<file path="config.mk">
export PLATFORM = sky130hd
export DESIGN_NAME = tcu_timer
export DESIGN_NICKNAME = d
export VERILOG_FILES = /design/src/tcu_pkg.sv /design/src/tcu_timer.sv
export SDC_FILE = /design/constraint.sdc
export NUM_CORES = 1
export LEC_CHECK = 0
export BUFFER_PORTS_ARGS = -buffer_cell sky130_fd_sc_hd__buf_2
export CAP_MARGIN = 10
export CORE_MARGIN = 5
export CORE_UTILIZATION = 51
export CTS_BUF_LIST = sky130_fd_sc_hd__clkbuf_2
export CTS_CLUSTER_DIAMETER = 30
export DETAILED_ROUTE_END_ITERATION = 10
export HOLD_SLACK_MARGIN = 0.12
export PLACE_DENSITY = 0.89
export SLEW_MARGIN = 0
export SYNTH_ARGS = -nofsm -noshare
export SYNTH_HDL_FRONTEND = slang
export SYNTH_SLANG_ARGS = --single-unit
</file>
<file path="constraint.sdc">
create_clock -name aclk -period 2.44 [get_ports aclk]
set_input_delay 0.244 -clock aclk [delete_from_list [all_inputs] [get_ports aclk]]
set_output_delay 0.244 -clock aclk [all_outputs]
set_load 0.05 [all_outputs]
</file>
<file path="src/tcu_pkg.sv">
// constants and register layout of the 8-bit timer counter with two compare units
package tcu_pkg;
   localparam int          ADDR_W          = 5;
   localparam int          DATA_W          = 32;
   localparam int          CNT_W           = 8;

   localparam logic [4:0]  OFF_CONTROL_A   = 5'h00;
   localparam logic [4:0]  OFF_CONTROL_B   = 5'h04;
   localparam logic [4:0]  OFF_COUNT       = 5'h08;
   localparam logic [4:0]  OFF_COMPARE_A   = 5'h0c;
   localparam logic [4:0]  OFF_COMPARE_B   = 5'h10;
   localparam logic [4:0]  OFF_FLAGS       = 5'h14;
   localparam logic [4:0]  OFF_INT_ENABLE  = 5'h18;
   localparam logic [4:0]  OFF_STATUS      = 5'h1c;

   // control a: action a [7:6], action b [5:4], mode bits 1..0 [1:0]
   localparam int          CTLA_ACT_A_LSB  = 6;
   localparam int          CTLA_ACT_B_LSB  = 4;
   localparam int          CTLA_WGM_LSB    = 0;
   // control b: force a [7], force b [6], mode bit 2 [3], clock source [2:0]
   localparam int          CTLB_FORCE_A    = 7;
   localparam int          CTLB_FORCE_B    = 6;
   localparam int          CTLB_WGM2       = 3;
   localparam int          CTLB_CSS_LSB    = 0;
   // flags, interrupt enables and acknowledges share this order
   localparam int          FLAG_OVF        = 0;
   localparam int          FLAG_CMA        = 1;
   localparam int          FLAG_CMB        = 2;
   // status: output state a [0], output state b [1], counting down [2]
   localparam int          STAT_DOWN       = 2;

   localparam logic [7:0]  COUNT_BOTTOM    = 8'h00;
   localparam logic [7:0]  COUNT_MAX       = 8'hff;
   localparam logic [2:0]  CSS_STOPPED     = 3'h0;

   localparam logic [2:0]  MODE_NORMAL     = 3'h0;
   localparam logic [2:0]  MODE_PC_MAX     = 3'h1;
   localparam logic [2:0]  MODE_CTC        = 3'h2;
   localparam logic [2:0]  MODE_FAST_MAX   = 3'h3;
   localparam logic [2:0]  MODE_PC_CMPA    = 3'h5;
   localparam logic [2:0]  MODE_FAST_CMPA  = 3'h7;
   localparam logic [1:0]  WGM_LO_PC       = 2'h1;
   localparam logic [1:0]  WGM_LO_FAST     = 2'h3;

   localparam logic [1:0]  ACT_NONE        = 2'h0;
   localparam logic [1:0]  ACT_TOGGLE      = 2'h1;
   localparam logic [1:0]  ACT_CLEAR       = 2'h2;
   localparam logic [1:0]  ACT_SET         = 2'h3;

   localparam logic [1:0]  RESP_OKAY       = 2'h0;
   localparam logic [1:0]  RESP_SLVERR     = 2'h2;
endpackage

</file>
<file path="src/tcu_timer.sv">
// timer counter unit with two compare channels behind an axi4-lite register slave
//
// Added by the designer: the AXI4-Lite register port and the address map.
module tcu_timer (
   input  wire logic                          aclk,            // system clock
   input  wire logic                          aresetn,         // synchronous reset, active low
   input  wire logic [tcu_pkg::ADDR_W-1:0]    s_axi_awaddr,    // write address
   input  wire logic                          s_axi_awvalid,   // write address valid
   output logic                               s_axi_awready,   // write address ready
   input  wire logic [tcu_pkg::DATA_W-1:0]    s_axi_wdata,     // write data
   input  wire logic [3:0]                    s_axi_wstrb,     // write byte enables
   input  wire logic                          s_axi_wvalid,    // write data valid
   output logic                               s_axi_wready,    // write data ready
   output logic [1:0]                         s_axi_bresp,     // write response
   output logic                               s_axi_bvalid,    // write response valid
   input  wire logic                          s_axi_bready,    // write response ready
   input  wire logic [tcu_pkg::ADDR_W-1:0]    s_axi_araddr,    // read address
   input  wire logic                          s_axi_arvalid,   // read address valid
   output logic                               s_axi_arready,   // read address ready
   output logic [tcu_pkg::DATA_W-1:0]         s_axi_rdata,     // read data
   output logic [1:0]                         s_axi_rresp,     // read response
   output logic                               s_axi_rvalid,    // read data valid
   input  wire logic                          s_axi_rready,    // read data ready
   input  wire logic                          timer_tick,      // one-cycle tick from clock selector
   input  wire logic [2:0]                    service_ack,     // interrupt serviced, per flag
   output logic [2:0]                         clock_source_select, // to clock selector
   output logic                               compare_output_a, // output state a
   output logic                               compare_output_b, // output state b
   output logic                               irq_overflow,    // overflow request
   output logic                               irq_compare_a,   // compare a request
   output logic                               irq_compare_b    // compare b request
);
   localparam int NCH = 2;

   // bus side state
   logic                        aw_held;
   logic                        w_held;
   logic [tcu_pkg::ADDR_W-1:0]  aw_addr_q;
   logic [7:0]                  w_byte_q;
   logic                        w_strb0_q;
   logic                        wr_do;
   logic                        wr_ok;
   logic [tcu_pkg::DATA_W-1:0]  rd_word;
   logic                        rd_ok;

   // register contents
   logic [7:0]                  control_a;
   logic [1:0]                  wgm_lo;
   logic                        waveform_mode_bit2;
   logic [2:0]                  flags;
   logic [2:0]                  int_enable;
   logic [7:0]                  timer_count;
   logic                        count_down;
   logic                        block_match;

   // datapath
   logic [2:0]                  waveform_mode_select;
   logic                        tick;
   logic                        cnt_wr;
   logic                        mode_pc;
   logic                        mode_fast;
   logic                        mode_pwm;
   logic                        top_is_cmpa;
   logic [7:0]                  top_value;
   logic                        at_top;
   logic                        at_bottom;
   logic                        at_max;
   logic [7:0]                  next_count;
   logic                        next_down;
   logic                        ovf_event;
   logic                        flag_w1c;
   logic [NCH-1:0]              cm_event;
   logic [NCH-1:0]              oc;
   logic [7:0]                  compare_value [NCH];
   logic [7:0]                  compare_buf [NCH];

   assign waveform_mode_select = {waveform_mode_bit2, wgm_lo};
   assign tick        = timer_tick && (clock_source_select != tcu_pkg::CSS_STOPPED);
   assign cnt_wr      = wr_do && w_strb0_q && (aw_addr_q == tcu_pkg::OFF_COUNT);
   assign mode_pc     = (wgm_lo == tcu_pkg::WGM_LO_PC);
   assign mode_fast   = (wgm_lo == tcu_pkg::WGM_LO_FAST);
   assign mode_pwm    = mode_pc || mode_fast;
   assign top_is_cmpa = (waveform_mode_select == tcu_pkg::MODE_CTC)
                        || (waveform_mode_select == tcu_pkg::MODE_PC_CMPA)
                        || (waveform_mode_select == tcu_pkg::MODE_FAST_CMPA);
   assign top_value   = top_is_cmpa ? compare_value[0] : tcu_pkg::COUNT_MAX;
   assign at_top      = (timer_count == top_value);
   assign at_bottom   = (timer_count == tcu_pkg::COUNT_BOTTOM);
   assign at_max      = (timer_count == tcu_pkg::COUNT_MAX);
   assign flag_w1c    = wr_do && w_strb0_q && (aw_addr_q == tcu_pkg::OFF_FLAGS);

   // ---------------- axi4-lite write channel ----------------
   // both halves are parked until the pair is complete, so arrival order is free
   assign s_axi_awready = !aw_held && !s_axi_bvalid;
   assign s_axi_wready  = !w_held && !s_axi_bvalid;
   assign wr_do         = aw_held && w_held;

   always_comb begin
      unique case (aw_addr_q)
         tcu_pkg::OFF_CONTROL_A, tcu_pkg::OFF_CONTROL_B, tcu_pkg::OFF_COUNT,
         tcu_pkg::OFF_COMPARE_A, tcu_pkg::OFF_COMPARE_B, tcu_pkg::OFF_FLAGS,
         tcu_pkg::OFF_INT_ENABLE, tcu_pkg::OFF_STATUS: wr_ok = 1'b1;
         default: wr_ok = 1'b0;
      endcase
   end

   always_ff @(posedge aclk) begin
      if (!aresetn) begin
         aw_held   <= 1'b0;
         aw_addr_q <= '0;
      end else if (s_axi_awvalid && s_axi_awready) begin
         aw_held   <= 1'b1;
         aw_addr_q <= s_axi_awaddr;
      end else if (wr_do) begin
         aw_held   <= 1'b0;
      end
   end

   always_ff @(posedge aclk) begin
      if (!aresetn) begin
         w_held    <= 1'b0;
         w_byte_q  <= 8'h00;
         w_strb0_q <= 1'b0;
      end else if (s_axi_wvalid && s_axi_wready) begin
         w_held    <= 1'b1;
         w_byte_q  <= s_axi_wdata[7:0];
         w_strb0_q <= s_axi_wstrb[0];
      end else if (wr_do) begin
         w_held    <= 1'b0;
      end
   end

   always_ff @(posedge aclk) begin
      if (!aresetn) begin
         s_axi_bvalid <= 1'b0;
         s_axi_bresp  <= tcu_pkg::RESP_OKAY;
      end else if (wr_do) begin
         s_axi_bvalid <= 1'b1;
         s_axi_bresp  <= wr_ok ? tcu_pkg::RESP_OKAY : tcu_pkg::RESP_SLVERR;
      end else if (s_axi_bready) begin
         s_axi_bvalid <= 1'b0;
      end
   end

   // ---------------- axi4-lite read channel ----------------
   assign s_axi_arready = !s_axi_rvalid;

   always_comb begin
      rd_word = '0;
      rd_ok   = 1'b1;
      unique case (s_axi_araddr)
         tcu_pkg::OFF_CONTROL_A:  rd_word[7:0] = control_a;
         tcu_pkg::OFF_CONTROL_B:  rd_word[7:0] = {4'h0, waveform_mode_bit2, clock_source_select};
         tcu_pkg::OFF_COUNT:      rd_word[7:0] = timer_count;
         tcu_pkg::OFF_COMPARE_A:  rd_word[7:0] = compare_buf[0];
         tcu_pkg::OFF_COMPARE_B:  rd_word[7:0] = compare_buf[1];
         tcu_pkg::OFF_FLAGS:      rd_word[2:0] = flags;
         tcu_pkg::OFF_INT_ENABLE: rd_word[2:0] = int_enable;
         tcu_pkg::OFF_STATUS:     rd_word[2:0] = {count_down, oc};
         default:                 rd_ok        = 1'b0;
      endcase
   end

   always_ff @(posedge aclk) begin
      if (!aresetn) begin
         s_axi_rvalid <= 1'b0;
         s_axi_rdata  <= '0;
         s_axi_rresp  <= tcu_pkg::RESP_OKAY;
      end else if (s_axi_arvalid && s_axi_arready) begin
         s_axi_rvalid <= 1'b1;
         s_axi_rdata  <= rd_word;
         s_axi_rresp  <= rd_ok ? tcu_pkg::RESP_OKAY : tcu_pkg::RESP_SLVERR;
      end else if (s_axi_rready) begin
         s_axi_rvalid <= 1'b0;
      end
   end

   // ---------------- control registers ----------------
   // action bits drive the output logic straight from this register, never via a shadow
   always_ff @(posedge aclk) begin
      if (!aresetn) begin
         control_a <= 8'h00;
      end else if (wr_do && w_strb0_q && aw_addr_q == tcu_pkg::OFF_CONTROL_A) begin
         control_a <= w_byte_q;
      end
   end
   assign wgm_lo = control_a[tcu_pkg::CTLA_WGM_LSB +: 2];

   always_ff @(posedge aclk) begin
      if (!aresetn) begin
         waveform_mode_bit2  <= 1'b0;
         clock_source_select <= tcu_pkg::CSS_STOPPED;
      end else if (wr_do && w_strb0_q && aw_addr_q == tcu_pkg::OFF_CONTROL_B) begin
         waveform_mode_bit2  <= w_byte_q[tcu_pkg::CTLB_WGM2];
         clock_source_select <= w_byte_q[tcu_pkg::CTLB_CSS_LSB +: 3];
      end
   end

   always_ff @(posedge aclk) begin
      if (!aresetn) begin
         int_enable <= 3'h0;
      end else if (wr_do && w_strb0_q && aw_addr_q == tcu_pkg::OFF_INT_ENABLE) begin
         int_enable <= w_byte_q[2:0];
      end
   end

   // ---------------- counter unit ----------------
   always_comb begin
      next_count = timer_count;
      next_down  = 1'b0;
      if (mode_pc) begin
         // dual slope: turn round at top and at bottom
         if (!count_down) begin
            next_count = at_top ? timer_count - 8'h01 : timer_count + 8'h01;
            next_down  = at_top;
         end else begin
            next_count = at_bottom ? timer_count + 8'h01 : timer_count - 8'h01;
            next_down  = !at_bottom;
         end
      end else begin
         next_count = at_top ? tcu_pkg::COUNT_BOTTOM : timer_count + 8'h01;
      end
   end

   always_ff @(posedge aclk) begin
      if (!aresetn) begin
         timer_count <= tcu_pkg::COUNT_BOTTOM;
         count_down  <= 1'b0;
      end else if (cnt_wr) begin
         timer_count <= w_byte_q;
      end else if (tick) begin
         timer_count <= next_count;
         count_down  <= next_down;
      end
   end

   // normal and ctc overflow at max, fast pwm at top, phase correct at bottom
   assign ovf_event = tick && !cnt_wr
                      && (mode_pc ? (count_down && at_bottom) : (mode_fast ? at_top : at_max));

   // a count write arms the block; the next tick consumes it
   always_ff @(posedge aclk) begin
      if (!aresetn) begin
         block_match <= 1'b0;
      end else if (cnt_wr) begin
         block_match <= 1'b1;
      end else if (tick) begin
         block_match <= 1'b0;
      end
   end

   // ---------------- compare channels ----------------
   genvar ch;
   generate
      for (ch = 0; ch < NCH; ch++) begin : g_ch
         logic [1:0] action;
         logic       cmp_wr;
         logic       force_cmp;
         logic       next_oc;

         assign action    = control_a[tcu_pkg::CTLA_ACT_A_LSB - 2*ch +: 2];
         assign cmp_wr    = wr_do && w_strb0_q
                            && (aw_addr_q == (ch == 0 ? tcu_pkg::OFF_COMPARE_A : tcu_pkg::OFF_COMPARE_B));
         assign force_cmp = wr_do && w_strb0_q && (aw_addr_q == tcu_pkg::OFF_CONTROL_B) && !mode_pwm
                            && w_byte_q[ch == 0 ? tcu_pkg::CTLB_FORCE_A : tcu_pkg::CTLB_FORCE_B];
         assign cm_event[ch] = tick && !cnt_wr && !block_match
                               && (timer_count == compare_value[ch]);

         // the buffer always takes the write; outside pwm the active copy follows at once
         always_ff @(posedge aclk) begin
            if (!aresetn) begin
               compare_buf[ch] <= 8'h00;
            end else if (cmp_wr) begin
               compare_buf[ch] <= w_byte_q;
            end
         end

         always_ff @(posedge aclk) begin
            if (!aresetn) begin
               compare_value[ch] <= 8'h00;
            end else if (!mode_pwm && cmp_wr) begin
               compare_value[ch] <= w_byte_q;
            end else if (mode_pwm && tick && at_top) begin
               compare_value[ch] <= compare_buf[ch];
            end
         end

         always_comb begin
            next_oc = oc[ch];
            if (!mode_pwm) begin
               if (cm_event[ch] || force_cmp) begin
                  unique case (action)
                     tcu_pkg::ACT_NONE:   next_oc = oc[ch];
                     tcu_pkg::ACT_TOGGLE: next_oc = !oc[ch];
                     tcu_pkg::ACT_CLEAR:  next_oc = 1'b0;
                     tcu_pkg::ACT_SET:    next_oc = 1'b1;
                  endcase
               end
            end else if (cm_event[ch]) begin
               // in phase correct the level flips with the slope direction
               unique case (action)
                  tcu_pkg::ACT_NONE:   next_oc = oc[ch];
                  tcu_pkg::ACT_TOGGLE: next_oc = (ch == 0 && waveform_mode_bit2) ? !oc[ch] : oc[ch];
                  tcu_pkg::ACT_CLEAR:  next_oc = mode_pc && count_down;
                  tcu_pkg::ACT_SET:    next_oc = !(mode_pc && count_down);
               endcase
            end else if (mode_fast && tick && !cnt_wr && at_top) begin
               // wrap to bottom restores the idle level of the fast pwm output
               if (action == tcu_pkg::ACT_CLEAR) begin
                  next_oc = 1'b1;
               end else if (action == tcu_pkg::ACT_SET) begin
                  next_oc = 1'b0;
               end
            end
         end

         // no mode term in the reset or hold path, so a mode change keeps the level
         always_ff @(posedge aclk) begin
            if (!aresetn) begin
               oc[ch] <= 1'b0;
            end else begin
               oc[ch] <= next_oc;
            end
         end
      end
   endgenerate

   // ---------------- flags and requests ----------------
   // a set in the clearing cycle wins, so no event is lost
   always_ff @(posedge aclk) begin
      if (!aresetn) begin
         flags <= 3'h0;
      end else begin
         flags <= (flags & ~(service_ack | (flag_w1c ? w_byte_q[2:0] : 3'h0)))
                  | {cm_event[1], cm_event[0], ovf_event};
      end
   end

   assign irq_overflow     = flags[tcu_pkg::FLAG_OVF] && int_enable[tcu_pkg::FLAG_OVF];
   assign irq_compare_a    = flags[tcu_pkg::FLAG_CMA] && int_enable[tcu_pkg::FLAG_CMA];
   assign irq_compare_b    = flags[tcu_pkg::FLAG_CMB] && int_enable[tcu_pkg::FLAG_CMB];
   assign compare_output_a = oc[0];
   assign compare_output_b = oc[1];
endmodule

</file>
==> results.py <==
metrics = {
    "critical_path": {
        "worstPathRequired_ns": 2.99,
        "cp_max_fo": 9,
        "start_kind": "register",
        "endpoint_kind": "register",
        "worst-r2r-cell-count": 10,
        "crit_family": "compound AO/OA/AOI/OAI gates",
        "crit_arrival_ns": 3.17,
        "critical_path_class": "reg -> reg",
        "crit_chain": "buf_4, nand4_1, o31ai_2, a41oi_2, a211oi_4, buf_6, o2111ai_4, or4_1, a32o_1, a21oi_2",
        "ff2ff_setup_slack_ns": -0.18,
        "slowest_delay_ns": 0.45,
        "crit_cells": 10,
        "r2r-start": "timer_count[0]",
        "slowest_stage": "dfxtp_2",
        "r2r_end": "timer_count[5]",
        "cp_num_buf_inv": 2,
    },
    "logic_synthesis": {
        "synth_edf_count": 32,
        "ys_seq_area_share_pct": 43.0,
        "ys.flop_type": "dfxtp_1",
        "yosys_warnings": 0,
        "ys_types": 63,
        "ys_ff_latch": 91,
        "syn_inst": 534,
        "avgSynthCellArea_um2": 9.32,
        "async_reset_ff_share_pct": 0,
        "synth_area_um2": 4980,
    },
    "floorplanning": {
        "die_y_um": 109,
        "dieArea_um2": 11800,
        "io_pins": 106,
        "num_rows": 36,
        "initial_core_util_pct": 51.6,
        "dieWidth_um": 109,
        "coreArea_um2": 9640,
    },
    "clock_tree": {
        "cts.sinks": 91,
        "cts_tree": "built",
        "clkLatencyLatePin_ns": 0.58,
        "cts_inserted_buffers": 9,
        "htreeDepth": 3,
        "root_buffer": "clkbuf_2",
        "clk_transition_reported_paths_ns": 0.28,
        "clock_path_buffers": 2,
    },
    "sta": {
        "fmax_mhz": 382,
        "setup_viol": 38,
        "slew_headroom_pct": 43.9,
        "fin_crit_sh_pct": 107,
        "rsz0062_at_grt": "true",
        "worst_pin_slew_ns": 0.834,
        "slew_violations": 0,
        "whs_ns": 0.230,
        "setup_ws_ns": -0.180,
        "finalHoldViolCount": 0,
        "fin_worst_skew_ns": 0.0396,
        "min_period_ns": 2.62,
    },
    "hold_path": {
        "hold_depth": 5,
        "min_to": "block_match",
        "hp-class": "in -> reg",
        "hp-start": "timer_tick",
    },
    "run_status": {
        "violations": "negative setup slack",
        "status": "finished, violations left",
    },
    "cells_and_area": {
        "fillers": 710,
        "multi_input_area_um2": 2620,
        "seq_area_um2": 2150,
        "design_area_um2": 6060,
        "syn2layout_area_growth_pct": 21.9,
        "layout.nets": 705,
        "fin_util_pct": 62.9,
        "drive_above_1_share_pct": 22.8,
        "fin_cells": 783,
        "diodes": 0,
    },
    "detailed_routing": {
        "drt_first_pass_iters": 6,
        "met3WireLength_um": 1620,
        "wl_met2_um": 6850,
        "highest_layer": "met4",
        "routed_wl_um": 14700,
        "wl_per_cell_um": 18.7,
        "ant_nets": 0,
        "drtIter0Drc": 626,
        "vias": 4719,
        "drcViolationCount": 0,
        "m1WireLength_um": 5240,
        "vias_per_cell": 6.03,
    },
    "run": {
        "maxCapViolCount": 0,
    },
    "placement": {
        "dp_cells": 733,
        "numPortBuffers": 52,
        "dp_slack_ns": -0.121,
        "place_hpwl_um": 10300,
        "gp_congestion": 0.918,
        "postPlaceCellArea_um2": 5520,
    },
    "global_route": {
        "grt_pass1_vias": 4404,
        "overflow": 0,
        "grt_pass1_wl_um": 22800,
        "grt_use_total_pct": 25.1,
        "grt_max_degree": 22,
        "antenna_found_initial": 0,
    },
    "pwr": {
        "cellPowerDensity_nw_per_um2": 474,
        "p_leak_nw": 2.42,
        "ir_worst_vdd_mv": 0.422,
    },
}
[timing repair]
item | in CTS | in global routing
hold endpoints to repair | 29 | 0
hold buffers | 31 | 0
gates resized for setup | 11 | 11
pin swaps | 4 | 11
cloned | 0 | 0
setup endpoints to repair | 33 | 39
buffers inserted | 2 | 1
[worst reg2reg max path: stages (launching register included)]
cell	delay (ns)
dfxtp_2	0.45
buf_4	0.19
nand4_1	0.20
o31ai_2	0.36
a41oi_2	0.09
a211oi_4	0.27
buf_6	0.16
o2111ai_4	0.11
or4_1	0.43
a32o_1	0.23
a21oi_2	0.10
[flip-flops by register name, indices dropped and copies added, names as in the netlist]
signal	count
compare_output_b	1
flags	3
clock_source_select	3
aw_addr_q	5
s_axi_bvalid	1
s_axi_rvalid	1
w_held	1
timer_count	8
s_axi_bresp	1
int_enable	3
s_axi_rdata	8
aw_held	1
w_byte_q	8
waveform_mode_bit2	1
wr_ok	1
w_strb0_q	1
compare_value	16
control_a	8
block_match	1
compare_buf	16
s_axi_rresp	1
compare_output_a	1
count_down	1
[cell usage after synthesis, types with 4 or more instances]
master,n,area share (%)
dfxtp_1,59,24
nor2_1,58,4.4
nand2_1,54,4.1
a21oi_1,32,3.2
edfxtp_1,32,19
buf_4,27,4.1
mux2i_1,25,5.0
and2_1,24,3.0
clkbuf_1,19,1.4
a22o_1,17,3.0
inv_1,15,1.1
o21ai_0,15,1.5
nor3_1,13,1.3
xnor2_1,13,2.3
nand3_1,11,1.1
a22oi_1,9,1.4
nor2b_1,8,1.0
a31oi_1,6,0.75
mux4_2,6,2.7
nand2b_1,6,0.75
a211oi_1,4,0.60
a221oi_1,4,0.70
and3_1,4,0.50
buf_2,4,0.40
nand4_1,4,0.50
or3_1,4,0.50
[metrics by stage]
stage / setup TNS (ns) / power, mW
6_report: -4.51 / 2.87
5_1_grt: -9.02 / 2.98
4_1_cts: -0.0594 / 2.86
3_5_place_dp: -1.00 / 2.05
3_3_place_gp: -0.0318 / 2.04
2_1_floorplan: 0 / 1.98
[routing by layer]
layer,up-vias,track usage (%)
met5,-,0
met4,0,13.9
met3,99,6.93
met2,349,40.3
met1,2176,30.4
li1,2095,-
[layout by cell type (no fill, tap or decap), types with 5 or more instances in the layout]
cell           synthesis  routed
mux2i_1               25      25
clkbuf_2               0       9
inv_1                 15      15
nand2_1               54      53
edfxtp_1              32      32
and2_1                24      24
nand2b_1               6       6
a21oi_1               32      32
a22oi_1                9       9
a31oi_1                6       6
nor2_1                58      58
buf_6                  2       5
dfxtp_1               59      54
buf_4                 27      42
buf_2                  4      52
nand3_1               11      11
xnor2_1               13      13
nor3_1                13      13
a22o_1                17      17
conb_1                 1      26
mux4_2                 6       6
o21ai_0               15      15
nor2b_1                8       7
dlygate4sd3_1          0      31
[cells by family after synthesis]
family / share of synthesized area [%]
AO/OA/AOI/OAI: 17.4
multiplexers: 7.74
XOR/XNOR: 2.64
buffers and inverters: 7.87
other: 0.0754
adder cells (fa/ha/maj): 0.754
flip-flops: 43.0
AND/OR/NAND/NOR: 20.5
[final cells by class]
type | instances | area share, %
Inverter | 17 | 1.05
Multi-Input combinational cell | 396 | 43.2
Sequential cell | 91 | 35.5
Timing Repair Buffer | 130 | 15.5
Clock inverter | 7 | 1.24
Clock buffer | 9 | 0.743
Tap cell | 133 | 2.74
[worst max-delay path by stage]
stage / startpoint / to / slack, ns
floorplan: compare_value[0][0] / timer_count[5] / 0.01
global placement: compare_value[0][0] / timer_count[5] / -0.03
detailed placement: compare_value[0][0] / timer_count[6] / -0.12
CTS: timer_count[1] / timer_count[5] / -0.05
global route: timer_count[0] / timer_count[3] / -0.31
finish: timer_count[0] / timer_count[5] / -0.18
[power by group]
group	total [mW]	internal, mW	switching [mW]	leakage, nW
combinational	0.397	0.126	0.270	1.53
sequential	1.68	1.62	0.0655	0.813
clock	0.795	0.244	0.551	0.0718
Note: power is estimated with default switching activity, not from simulation.
